[config.mk]
export PLATFORM = sky130hd
export DESIGN_NAME = ppmd_port_mux
export DESIGN_NICKNAME = d
export VERILOG_FILES = /design/src/rtl/ppmd_pkg.sv /design/src/rtl/ppmd_port_mux.sv
export SDC_FILE = /design/constraint.sdc
export NUM_CORES = 1
export LEC_CHECK = 0
export BUFFER_PORTS_ARGS = -buffer_cell sky130_fd_sc_hd__buf_2
export CORE_MARGIN = 8
export CORE_UTILIZATION = 25
export DETAILED_ROUTE_END_ITERATION = 8
export PLACE_DENSITY = 0.52
export SLEW_MARGIN = 15
export SYNTH_ARGS = -nofsm -noshare
export SYNTH_HDL_FRONTEND = slang
export SYNTH_SLANG_ARGS = --single-unit
[constraint.sdc]
create_clock -name SYS_CLK -period 2.35 [get_ports SYS_CLK]
set_input_delay 0.5875 -clock SYS_CLK [delete_from_list [all_inputs] [get_ports SYS_CLK]]
set_output_delay 0.5875 -clock SYS_CLK [all_outputs]
set_load 0.01 [all_outputs]
[src/rtl/ppmd_pkg.sv]
// constants for the upper port c pins and the fourth port pin logic
package ppmd_pkg;

   // ****************************************
   // register bus geometry
   // ****************************************
   localparam int AW = 4;
   localparam int DW = 8;

   // ****************************************
   // register indices
   // ****************************************
   localparam logic [AW-1:0] IDX_PIN_C = 4'h0;
   localparam logic [AW-1:0] IDX_LAT_C = 4'h1;
   localparam logic [AW-1:0] IDX_DIR_C = 4'h2;
   localparam logic [AW-1:0] IDX_ANS_C = 4'h3;
   localparam logic [AW-1:0] IDX_SLEW = 4'h4;
   localparam logic [AW-1:0] IDX_PIN_D = 4'h5;
   localparam logic [AW-1:0] IDX_LAT_D = 4'h6;
   localparam logic [AW-1:0] IDX_DIR_D = 4'h7;
   localparam logic [AW-1:0] IDX_ANS_D = 4'h8;
   localparam logic [AW-1:0] IDX_CFG = 4'h9;

   // ****************************************
   // reset values and implemented-bit masks
   // ****************************************
   localparam logic [DW-1:0] RST_DIR = 8'hff;
   localparam logic [DW-1:0] RST_LAT = 8'h00;
   localparam logic [DW-1:0] RST_ANS = 8'hff;
   localparam logic [DW-1:0] RST_SLEW = 8'h00;
   localparam logic [DW-1:0] RST_CFG = 8'h35;
   localparam logic [DW-1:0] MASK_ANS_C = 8'hfc;
   localparam logic [DW-1:0] MASK_SLEW = 8'h1f;
   localparam logic [DW-1:0] MASK_CFG = 8'h35;

   // ****************************************
   // field positions
   // ****************************************
   localparam int PC_PINS = 3;
   localparam int PC_BASE = 5;
   localparam int B_RC5 = 5;
   localparam int B_RC6 = 6;
   localparam int B_RC7 = 7;
   localparam int CFG_PWM2B = 5;
   localparam int CFG_T3 = 4;
   localparam int CFG_CC3 = 2;
   localparam int CFG_CC2 = 0;
   localparam int PD_PWM2B_PIN = 2;
   localparam int SLEW_W = 5;

endpackage

[src/rtl/ppmd_port_mux.sv]
// pin multiplexing, direction and analog gating for rc5..rc7 and port d
//
// Behaviour
// RULE_01: direction 0 drives latch, analog ignored
// RULE_02: direction 1 reads pin; analog blocks input
// RULE_03: serial data out drives rc5 as output
// RULE_04: usart transmit drives rc6 despite direction 1
// RULE_05: usart clock out when master, else in
// RULE_06: usart sync data drives or samples rc7
// RULE_07: usart receiver samples rc7 digital input
// RULE_08: unit 3 compare out, capture in
// RULE_09: pwm3 outputs 1 and 2 drive rc6, rc7
// RULE_10: select bit set means default pin
// RULE_11: unimplemented register bits read zero
// RULE_12: fourth port eight bidirectional pins
// RULE_13: direction 1 turns output driver off
// RULE_14: direction 0 enables driver with latch
// RULE_15: latch register reads back latch, not pins
// RULE_16: reset makes fourth port analog inputs
// RULE_17: highest priority function owns the pin
// RULE_18: analog function active when select set
// RULE_19: digital outputs still drive in analog mode
// RULE_20: port write sets latch, read gives pins
`timescale 1ns/1ps
module ppmd_port_mux #(
   parameter int PD_WIDTH = 8
) (
   input wire logic SYS_CLK, // 40 mhz system clock
   input wire logic RSTN, // synchronous reset, active low
   input wire logic [ppmd_pkg::AW-1:0] ADDR, // register index
   input wire logic [ppmd_pkg::DW-1:0] WDATA, // write data
   input wire logic WR, // write strobe
   input wire logic RD, // read strobe
   output logic [ppmd_pkg::DW-1:0] RDATA, // read data, cycle after rd
   input wire logic [2:0] PC_IN, // rc7..rc5 pin levels
   output logic [2:0] PC_OUT, // rc7..rc5 pin drive value
   output logic [2:0] PC_OE, // rc7..rc5 driver enable
   input wire logic [PD_WIDTH-1:0] PD_IN, // fourth port pin levels
   output logic [PD_WIDTH-1:0] PD_OUT, // fourth port drive value
   output logic [PD_WIDTH-1:0] PD_OE, // fourth port driver enable
   input wire logic SDO_EN, // serial unit 1 data out active
   input wire logic SDO_OUT, // serial unit 1 data out
   input wire logic USART_EN, // usart serial port enabled
   input wire logic USART_SYNC, // usart in synchronous mode
   input wire logic USART_CK_MASTER, // usart sources the clock
   input wire logic USART_CK_OUT, // usart sync clock out
   input wire logic USART_TX_EN, // usart async transmit enabled
   input wire logic USART_TX_OUT, // usart async transmit data
   input wire logic USART_DT_DRIVE, // usart sync data transmitting
   input wire logic USART_DT_OUT, // usart sync data out
   input wire logic CC3_EN, // unit 3 compare or pwm active
   input wire logic CC3_OUT, // unit 3 compare or pwm out
   input wire logic PWM3_1_EN, // pwm3 output 1 active
   input wire logic PWM3_1_OUT, // pwm3 output 1
   input wire logic PWM3_2_EN, // pwm3 output 2 active
   input wire logic PWM3_2_OUT, // pwm3 output 2
   input wire logic PWM2B_EN, // pwm2 output 2 active
   input wire logic PWM2B_OUT, // pwm2 output 2
   output logic RX_IN, // usart receive input
   output logic CK_IN, // usart sync clock input
   output logic DT_IN, // usart sync data input
   output logic CC3_CAP_IN, // unit 3 capture input
   output logic [2:0] ANA_SEL_C, // analog enables rc7..rc5
   output logic [PD_WIDTH-1:0] ANA_SEL_D, // analog enables port d
   output logic [ppmd_pkg::SLEW_W-1:0] SLEW, // slew rate controls
   output logic PWM2B_SEL, // pwm2 output 2 on default pin
   output logic T3_SEL, // timer3 clock on default pin
   output logic CC3_SEL, // unit 3 on default pin
   output logic CC2_SEL // unit 2 on default pin
);

   // ****************************************
   // parameter check
   // ****************************************
   // the pwm2 default pin sits at bit 2, the bus is 8 bits wide
   if (PD_WIDTH < 3 || PD_WIDTH > ppmd_pkg::DW) begin : g_bad_width
      $error("PD_WIDTH must lie between 3 and 8");
   end

   // ****************************************
   // state
   // ****************************************
   typedef struct packed {
      logic [ppmd_pkg::DW-1:0] dir_c;
      logic [ppmd_pkg::DW-1:0] lat_c;
      logic [ppmd_pkg::DW-1:0] ans_c;
      logic [ppmd_pkg::DW-1:0] slew;
      logic [ppmd_pkg::DW-1:0] cfg;
      logic [PD_WIDTH-1:0] dir_d;
      logic [PD_WIDTH-1:0] lat_d;
      logic [PD_WIDTH-1:0] ans_d;
      logic [PD_WIDTH-1:0] pd_lvl;
      logic [PD_WIDTH-1:0] pd_out;
      logic [PD_WIDTH-1:0] pd_oe;
      logic [2:0] pc_lvl;
      logic [2:0] pc_out;
      logic [2:0] pc_oe;
      logic [ppmd_pkg::DW-1:0] rdata;
      logic rx_in;
      logic ck_in;
      logic dt_in;
      logic cc3_cap;
   } ppmd_state_s;

   ppmd_state_s s_r;
   ppmd_state_s s_nxt;
   logic [PD_WIDTH-1:0] pd_val;
   logic rc6_usart;
   logic rc7_usart;
   logic cc3_here;

   // ****************************************
   // fourth port drive values
   // ****************************************
   // rd2 is the default pin of pwm2 output 2: it owns rd2 only while its
   // select bit is set; with the bit clear it lives elsewhere
   for (genvar i = 0; i < PD_WIDTH; i++) begin : g_pd
      if (i == ppmd_pkg::PD_PWM2B_PIN) begin : g_pwm2b
         assign pd_val[i] = (PWM2B_EN && s_r.cfg[ppmd_pkg::CFG_PWM2B]) ?
            PWM2B_OUT : s_r.lat_d[i]; // see RULE_10 see RULE_17
      end else begin : g_lat
         assign pd_val[i] = s_r.lat_d[i]; // see RULE_12
      end
   end

   // usart pin ownership overrides the direction bits
   assign rc6_usart = USART_EN &&
      (USART_SYNC ? USART_CK_MASTER : USART_TX_EN); // see RULE_04
   assign rc7_usart = USART_EN && USART_SYNC && USART_DT_DRIVE;
   // rc6 is the alternate pin of unit 3, so it is used with the bit clear
   assign cc3_here = !s_r.cfg[ppmd_pkg::CFG_CC3]; // see RULE_10

   // ****************************************
   // next state
   // ****************************************
   // one process holds bus decode, port c pin mux and input gating
   always_comb begin
      s_nxt = s_r;
      s_nxt.rdata = '0;
      // register writes; port data writes land in the latch
      if (WR) begin
         case (ADDR)
            ppmd_pkg::IDX_PIN_C: s_nxt.lat_c = WDATA; // see RULE_20
            ppmd_pkg::IDX_LAT_C: s_nxt.lat_c = WDATA; // see RULE_15
            ppmd_pkg::IDX_DIR_C: s_nxt.dir_c = WDATA;
            ppmd_pkg::IDX_ANS_C: s_nxt.ans_c = WDATA & ppmd_pkg::MASK_ANS_C;
            ppmd_pkg::IDX_SLEW: s_nxt.slew = WDATA & ppmd_pkg::MASK_SLEW;
            ppmd_pkg::IDX_PIN_D: s_nxt.lat_d = WDATA[PD_WIDTH-1:0];
            ppmd_pkg::IDX_LAT_D: s_nxt.lat_d = WDATA[PD_WIDTH-1:0];
            ppmd_pkg::IDX_DIR_D: s_nxt.dir_d = WDATA[PD_WIDTH-1:0];
            ppmd_pkg::IDX_ANS_D: s_nxt.ans_d = WDATA[PD_WIDTH-1:0];
            ppmd_pkg::IDX_CFG: s_nxt.cfg = WDATA & ppmd_pkg::MASK_CFG;
            default: ;
         endcase
      end
      // reads; unmapped indices and missing bits answer zero
      if (RD) begin
         case (ADDR)
            ppmd_pkg::IDX_PIN_C: s_nxt.rdata = {s_r.pc_lvl, 5'h00};
            ppmd_pkg::IDX_LAT_C: s_nxt.rdata = s_r.lat_c; // see RULE_15
            ppmd_pkg::IDX_DIR_C: s_nxt.rdata = s_r.dir_c;
            ppmd_pkg::IDX_ANS_C: s_nxt.rdata = s_r.ans_c; // see RULE_11
            ppmd_pkg::IDX_SLEW: s_nxt.rdata = s_r.slew;
            ppmd_pkg::IDX_PIN_D: s_nxt.rdata = 8'(s_r.pd_lvl); // see RULE_20
            ppmd_pkg::IDX_LAT_D: s_nxt.rdata = 8'(s_r.lat_d);
            ppmd_pkg::IDX_DIR_D: s_nxt.rdata = 8'(s_r.dir_d);
            ppmd_pkg::IDX_ANS_D: s_nxt.rdata = 8'(s_r.ans_d);
            ppmd_pkg::IDX_CFG: s_nxt.rdata = s_r.cfg;
            default: s_nxt.rdata = '0;
         endcase
      end
      // rc5: serial data out outranks the latch, driver from direction
      s_nxt.pc_oe[0] = !s_r.dir_c[ppmd_pkg::B_RC5]; // see RULE_13
      s_nxt.pc_out[0] = SDO_EN ? SDO_OUT :
         s_r.lat_c[ppmd_pkg::B_RC5]; // see RULE_03 see RULE_01
      // rc6: usart first, then pwm3 output 1, compare 3, latch
      if (rc6_usart) begin
         s_nxt.pc_oe[1] = 1'b1; // see RULE_05
         s_nxt.pc_out[1] = USART_SYNC ? USART_CK_OUT : USART_TX_OUT;
      end else begin
         s_nxt.pc_oe[1] = !s_r.dir_c[ppmd_pkg::B_RC6]; // see RULE_14
         if (PWM3_1_EN) begin
            s_nxt.pc_out[1] = PWM3_1_OUT; // see RULE_09
         end else if (CC3_EN && cc3_here) begin
            s_nxt.pc_out[1] = CC3_OUT; // see RULE_08 see RULE_17
         end else begin
            s_nxt.pc_out[1] = s_r.lat_c[ppmd_pkg::B_RC6];
         end
      end
      // rc7: usart sync data first, then pwm3 output 2, latch
      if (rc7_usart) begin
         s_nxt.pc_oe[2] = 1'b1; // see RULE_06
         s_nxt.pc_out[2] = USART_DT_OUT;
      end else begin
         s_nxt.pc_oe[2] = !s_r.dir_c[ppmd_pkg::B_RC7];
         s_nxt.pc_out[2] = PWM3_2_EN ? PWM3_2_OUT :
            s_r.lat_c[ppmd_pkg::B_RC7]; // see RULE_09
      end
      // analog selection gates the inputs only, never the drivers
      for (int i = 0; i < ppmd_pkg::PC_PINS; i++) begin
         s_nxt.pc_lvl[i] = PC_IN[i] &&
            !s_r.ans_c[ppmd_pkg::PC_BASE+i]; // see RULE_02 see RULE_19
      end
      s_nxt.pd_lvl = PD_IN & ~s_r.ans_d; // see RULE_02
      s_nxt.pd_out = pd_val;
      s_nxt.pd_oe = ~s_r.dir_d; // see RULE_12 see RULE_13 see RULE_14
      // peripheral inputs come from the gated digital levels
      s_nxt.rx_in = s_nxt.pc_lvl[2]; // see RULE_07
      s_nxt.dt_in = s_nxt.pc_lvl[2]; // see RULE_06
      s_nxt.ck_in = s_nxt.pc_lvl[1]; // see RULE_05
      // capture only listens while rc6 is an input and holds unit 3
      s_nxt.cc3_cap = cc3_here && s_r.dir_c[ppmd_pkg::B_RC6] &&
         s_nxt.pc_lvl[1]; // see RULE_08 see RULE_10
      // synchronous reset: all pins inputs, port d analog
      if (!RSTN) begin
         s_nxt = '0;
         s_nxt.dir_c = ppmd_pkg::RST_DIR;
         s_nxt.lat_c = ppmd_pkg::RST_LAT;
         s_nxt.ans_c = ppmd_pkg::RST_ANS & ppmd_pkg::MASK_ANS_C;
         s_nxt.slew = ppmd_pkg::RST_SLEW;
         s_nxt.cfg = ppmd_pkg::RST_CFG;
         s_nxt.dir_d = '1;
         s_nxt.lat_d = '0;
         s_nxt.ans_d = PD_WIDTH'(ppmd_pkg::RST_ANS); // see RULE_16
      end
   end

   // ****************************************
   // state register
   // ****************************************
   // every output below is a field of this one register
   always_ff @(posedge SYS_CLK) begin
      s_r <= s_nxt;
   end

   // ****************************************
   // outputs
   // ****************************************
   // analog enables feed the converter channel muxes
   assign RDATA = s_r.rdata;
   assign PC_OUT = s_r.pc_out;
   assign PC_OE = s_r.pc_oe;
   assign PD_OUT = s_r.pd_out;
   assign PD_OE = s_r.pd_oe;
   assign RX_IN = s_r.rx_in;
   assign CK_IN = s_r.ck_in;
   assign DT_IN = s_r.dt_in;
   assign CC3_CAP_IN = s_r.cc3_cap;
   assign ANA_SEL_C =
      s_r.ans_c[ppmd_pkg::B_RC7:ppmd_pkg::B_RC5]; // see RULE_18
   assign ANA_SEL_D = s_r.ans_d; // see RULE_18
   assign SLEW = s_r.slew[ppmd_pkg::SLEW_W-1:0];
   assign PWM2B_SEL = s_r.cfg[ppmd_pkg::CFG_PWM2B];
   assign T3_SEL = s_r.cfg[ppmd_pkg::CFG_T3]; // see RULE_10
   assign CC3_SEL = s_r.cfg[ppmd_pkg::CFG_CC3];
   assign CC2_SEL = s_r.cfg[ppmd_pkg::CFG_CC2]; // see RULE_10
endmodule

==> impl_metrics.xml <==
<?xml version="1.0" encoding="UTF-8"?>
<metrics>
  <group name="floorplanning">
    <metric name="rows" unit="">48</metric>
    <metric name="dieWidth" unit="µm">147</metric>
    <metric name="floorplan.initialDensity" unit="%">25.2</metric>
    <metric name="floorplan.io_pins" unit="">99</metric>
    <metric name="design.core.area" unit="µm²">17000</metric>
    <metric name="die_area" unit="µm²">21600</metric>
    <metric name="chipHeight" unit="µm">147</metric>
  </group>
  <group name="logic_synthesis">
    <metric name="ys_async_sr_fraction" unit="%">0</metric>
    <metric name="syn_area_per_cell" unit="µm²">9.33</metric>
    <metric name="synthTopCellsByArea" unit="">sky130_fd_sc_hd__dfxtp_1 45%, sky130_fd_sc_hd__mux2i_1 10%, sky130_fd_sc_hd__buf_4 9.3%, sky130_fd_sc_hd__nand2_1 7.6%, sky130_fd_sc_hd__nor2b_1 4.4%</metric>
    <metric name="synth-edff-count" unit="">0</metric>
    <metric name="post_synth_instance_area" unit="µm²">4280</metric>
    <metric name="synth.lib_cells_used.distinct" unit="">40</metric>
    <metric name="ys_seq_area_share" unit="%">45.3</metric>
    <metric name="syn-instance-count" unit="">459</metric>
    <metric name="synth.net_count" unit="">504</metric>
    <metric name="yosys_warnings" unit="">0</metric>
    <metric name="synth_top_cell_area_share" unit="%">45.3</metric>
    <metric name="synth.ff_latch_count" unit="">97</metric>
    <metric name="synth_flop_cell" unit="">sky130_fd_sc_hd__dfxtp_1</metric>
    <metric name="yosys.area.top_type" unit="">sky130_fd_sc_hd__dfxtp_1</metric>
  </group>
  <group name="global_routing">
    <metric name="overflow" unit="">0</metric>
    <metric name="vias_in_the_first_global_route" unit="">3361</metric>
    <metric name="grt_max_degree" unit="">64</metric>
    <metric name="wire_length_of_the_first_global_routing_pass" unit="µm">19700</metric>
    <metric name="gr-usage-all-layers" unit="%">11.8</metric>
    <metric name="grt_antenna_before_repair" unit="">4</metric>
  </group>
  <group name="clocking">
    <metric name="numCtsBuffers" unit="">9</metric>
    <metric name="post_cts_resize_count" unit="">0</metric>
    <metric name="post_cts_setup_buffers" unit="">0</metric>
    <metric name="cts_hold_repair.buffers" unit="">0</metric>
    <metric name="cts_root_buf" unit="">sky130_fd_sc_hd__clkbuf_16</metric>
    <metric name="clock_sinks" unit="">97</metric>
    <metric name="tritoncts" unit="">built</metric>
    <metric name="path_clk_slew" unit="ns">0.07</metric>
    <metric name="clk_latency_worst_skew_pair" unit="ns">0.34</metric>
    <metric name="cts.htree.levels" unit="">3</metric>
    <metric name="clk_path_buf_depth" unit="">2</metric>
  </group>
  <group name="setup_path">
    <metric name="path_type_of_the_worst_setup_path" unit="">in2reg</metric>
    <metric name="cp_common_cell" unit="">sky130_fd_sc_hd__nand3_1</metric>
    <metric name="critPathBufInv" unit="">2</metric>
    <metric name="setup.worst_path.end_class" unit="">flop</metric>
    <metric name="critical_path.cell_chain" unit="">buf_2, buf_12, and2b_1, nand3_1, nand2_1, nand3_1</metric>
    <metric name="timing.critical_path.slowest_stage_cell" unit="">sky130_fd_sc_hd__nand3_1</metric>
    <metric name="critPathMaxStageDelay" unit="ns">0.44</metric>
    <metric name="crit_required" unit="ns">2.56</metric>
    <metric name="cp.arrival" unit="ns">1.99</metric>
    <metric name="timing.critical_path.max_delay_family" unit="">simple AND/OR/NAND/NOR gates</metric>
    <metric name="timing.critical_path.fanout_max" unit="">22</metric>
    <metric name="crit_path_start_kind" unit="">input pin</metric>
  </group>
  <group name="power">
    <metric name="comb_power_share" unit="%">8.4</metric>
    <metric name="clock_power_share" unit="%">41.5</metric>
    <metric name="pwr_total" unit="µW">3390</metric>
    <metric name="share_seq_of_total_power" unit="%">50.0</metric>
    <metric name="sw_frac_of_total" unit="%">24.6</metric>
    <metric name="internal-power" unit="µW">2550</metric>
    <metric name="power.density" unit="nW/µm²">691</metric>
    <metric name="cellLeakagePower" unit="µW">0.00217</metric>
    <metric name="switchingPower" unit="µW">835</metric>
    <metric name="ir_drop" unit="mV">0.289</metric>
  </group>
  <group name="placed_design">
    <metric name="gpl.final_weighted_congestion" unit="">0.843</metric>
    <metric name="portBuffers" unit="">98</metric>
    <metric name="dp_hpwl" unit="µm">9480</metric>
    <metric name="detailedPlace.worstSlack" unit="ns">0.204</metric>
    <metric name="postPlaceCellArea" unit="µm²">4610</metric>
  </group>
  <group name="sta">
    <metric name="timing.fmax" unit="GHz">0.561</metric>
    <metric name="setup_repair_after_global_routing_missed_its_margin" unit="">false</metric>
    <metric name="report.final.slew_viol_count" unit="">0</metric>
    <metric name="finalHoldViolations" unit="">0</metric>
    <metric name="worst_clock_skew" unit="ns">0.00911</metric>
    <metric name="total_of_endpoints_with_negative_setup_slack_in_the_final_report" unit="">0</metric>
    <metric name="worst_pin_slew" unit="ns">0.613</metric>
    <metric name="setup_total_negative_slack" unit="ns">0</metric>
    <metric name="relSlewSlack" unit="%">59.0</metric>
    <metric name="setup_ws" unit="ns">0.566</metric>
    <metric name="fin_crit" unit="ns">1.78</metric>
    <metric name="min_period_over_period" unit="%">75.9</metric>
  </group>
  <group name="cells_and_area">
    <metric name="finalNetCount" unit="">544</metric>
    <metric name="final_cell_area" unit="µm²">4900</metric>
    <metric name="area_growth" unit="%">14.5</metric>
    <metric name="share_of_layout_cells_above_drive_strength_1" unit="%">26.6</metric>
    <metric name="filler_cell_count" unit="">1831</metric>
  </group>
  <group name="routing">
    <metric name="drtIter0Drc" unit="">285</metric>
    <metric name="wire_per_inst" unit="µm">17.4</metric>
    <metric name="drcViolationCount" unit="">0</metric>
    <metric name="detail-route-antenna-nets" unit="">0</metric>
    <metric name="detail_route.wirelength" unit="µm">12700</metric>
    <metric name="detail_route.first_pass.iterations" unit="">4</metric>
    <metric name="dr_total_vias" unit="">3199</metric>
    <metric name="vias_per_cell" unit="">4.38</metric>
  </group>
  <group name="status">
    <metric name="result_of_the_run" unit="">completed</metric>
  </group>
  <group name="hold_path">
    <metric name="worstHoldPathType" unit="">in2reg</metric>
  </group>
  <group name="run">
    <metric name="drv.max_cap_violation_count" unit="">0</metric>
  </group>
</metrics>
Yosys cell counts, types with 3 or more instances:
cell and n:
sky130_fd_sc_hd__mux4_2 3, sky130_fd_sc_hd__a31oi_1 5, sky130_fd_sc_hd__nand2_1 87, sky130_fd_sc_hd__dfxtp_1 97, sky130_fd_sc_hd__nand3_1 25, sky130_fd_sc_hd__nor2b_1 30
sky130_fd_sc_hd__clkbuf_1 12, sky130_fd_sc_hd__mux2_2 7, sky130_fd_sc_hd__nor2_1 16, sky130_fd_sc_hd__o21ai_0 3, sky130_fd_sc_hd__buf_4 53, sky130_fd_sc_hd__a22o_1 8
sky130_fd_sc_hd__and2_1 8, sky130_fd_sc_hd__and3_1 4, sky130_fd_sc_hd__a21oi_1 8, sky130_fd_sc_hd__nand3b_1 3, sky130_fd_sc_hd__mux2i_1 43, sky130_fd_sc_hd__buf_2 8
sky130_fd_sc_hd__a21boi_0 11
cells in the final DEF (no fill, tap or decap), types with 2 or more instances in the layout:
cell type / netlist / layout
sky130_fd_sc_hd__a21boi_0: 11 / 11
sky130_fd_sc_hd__a21o_1: 2 / 2
sky130_fd_sc_hd__a21oi_1: 8 / 8
sky130_fd_sc_hd__a22o_1: 8 / 8
sky130_fd_sc_hd__a31oi_1: 5 / 5
sky130_fd_sc_hd__and2_1: 8 / 8
sky130_fd_sc_hd__and2b_1: 2 / 2
sky130_fd_sc_hd__and3_1: 4 / 4
sky130_fd_sc_hd__buf_2: 8 / 98
sky130_fd_sc_hd__buf_4: 53 / 5
sky130_fd_sc_hd__clkbuf_16: 0 / 9
sky130_fd_sc_hd__clkinv_4: 0 / 3
sky130_fd_sc_hd__dfxtp_1: 97 / 97
sky130_fd_sc_hd__mux2_2: 7 / 7
sky130_fd_sc_hd__mux2i_1: 43 / 43
sky130_fd_sc_hd__mux4_2: 3 / 3
sky130_fd_sc_hd__nand2_1: 87 / 87
sky130_fd_sc_hd__nand3_1: 25 / 25
sky130_fd_sc_hd__nand3b_1: 3 / 3
sky130_fd_sc_hd__nand4_1: 2 / 2
sky130_fd_sc_hd__nor2_1: 16 / 16
sky130_fd_sc_hd__nor2b_1: 30 / 30
sky130_fd_sc_hd__o211a_1: 2 / 2
sky130_fd_sc_hd__o21ai_0: 3 / 3
sky130_fd_sc_hd__o32ai_1: 2 / 2
sky130_fd_sc_hd__or3b_1: 2 / 2
cells by family after synthesis:
| group | Yosys count | share of synthesized area [%] |
|---|---|---|
| simple gates | 187 | 21.4 |
| flops | 97 | 45.3 |
| buf+inv | 75 | 11.8 |
| mux | 53 | 13.5 |
| compound gates | 46 | 7.77 |
| xor+xnor | 1 | 0.205 |
power by group through the flow:
stage / registers [µW] / logic [µW] / clock network [µW]
after floorplan: 1720 / 201 / 0
after global placement: 1730 / 283 / 0
after detailed placement: 1730 / 287 / 0
after CTS: 1700 / 289 / 1470
after global routing: 1700 / 314 / 1520
final: 1690 / 286 / 1410
sequential cells by signal, summed over array words and instances (netlist names), 3 cells and up:
register   count
pd_val         7
RDATA          8
PC_OE          3
PC_OUT         3
PD_OE          8
SLEW           5
s_r           39
PD_OUT         8
ANA_SEL_D      8
ANA_SEL_C      3
stage by stage:
| stage | hold slack, ns | std cells | utilization (%) |
|---|---|---|---|
| after CTS | 0.433 | 729 | 28.8 |
| after floorplan | 0.409 | 459 | - |
| after detailed placement | 0.452 | 713 | 27.1 |
| after global placement | 0.442 | 713 | 27.1 |
| after global routing | 0.447 | 730 | 28.9 |
| final | 0.453 | 730 | 28.9 |
tightest hold or removal path: cells and delay by family:
kind          cells  cell delay, ns
simple gates      2            0.07
buf+inv           1            0.09
final timing paths:
path / from / to / slack [ns] / cells after the start
setup / recovery: ADDR[2] / ANA_SEL_D[6] / 0.57 / 6
hold / removal: PD_IN[0] / s_r[37] / 0.45 / 3
setup reg to reg: ANA_SEL_C[0] / RDATA[5] / 1.03 / 3
hold reg to reg: s_r[66] / PD_OE[5] / 0.46 / 1
layer usage:
layer | up-vias | GRT usage, % | wire, µm
met5 | - | 0 | 37
met4 | 6 | 5.00 | 274
met3 | 25 | 3.29 | 822
met2 | 105 | 19.0 | 6010
met1 | 1476 | 14.4 | 5540
li1 | 1587 | - | -
layout make-up:
type | count | area, µm² | area share (%)
sequential | 97 | 1940 | 39.6
multi-input combinational | 287 | 1840 | 37.4
timing repair buffer | 104 | 548 | 11.2
tap | 225 | 282 | 5.74
clock buffer | 10 | 239 | 4.87
clock inverter | 6 | 55.1 | 1.12
antenna | 1 | 2.50 | 0.0510
Note: power is estimated with default switching activity, not from simulation.
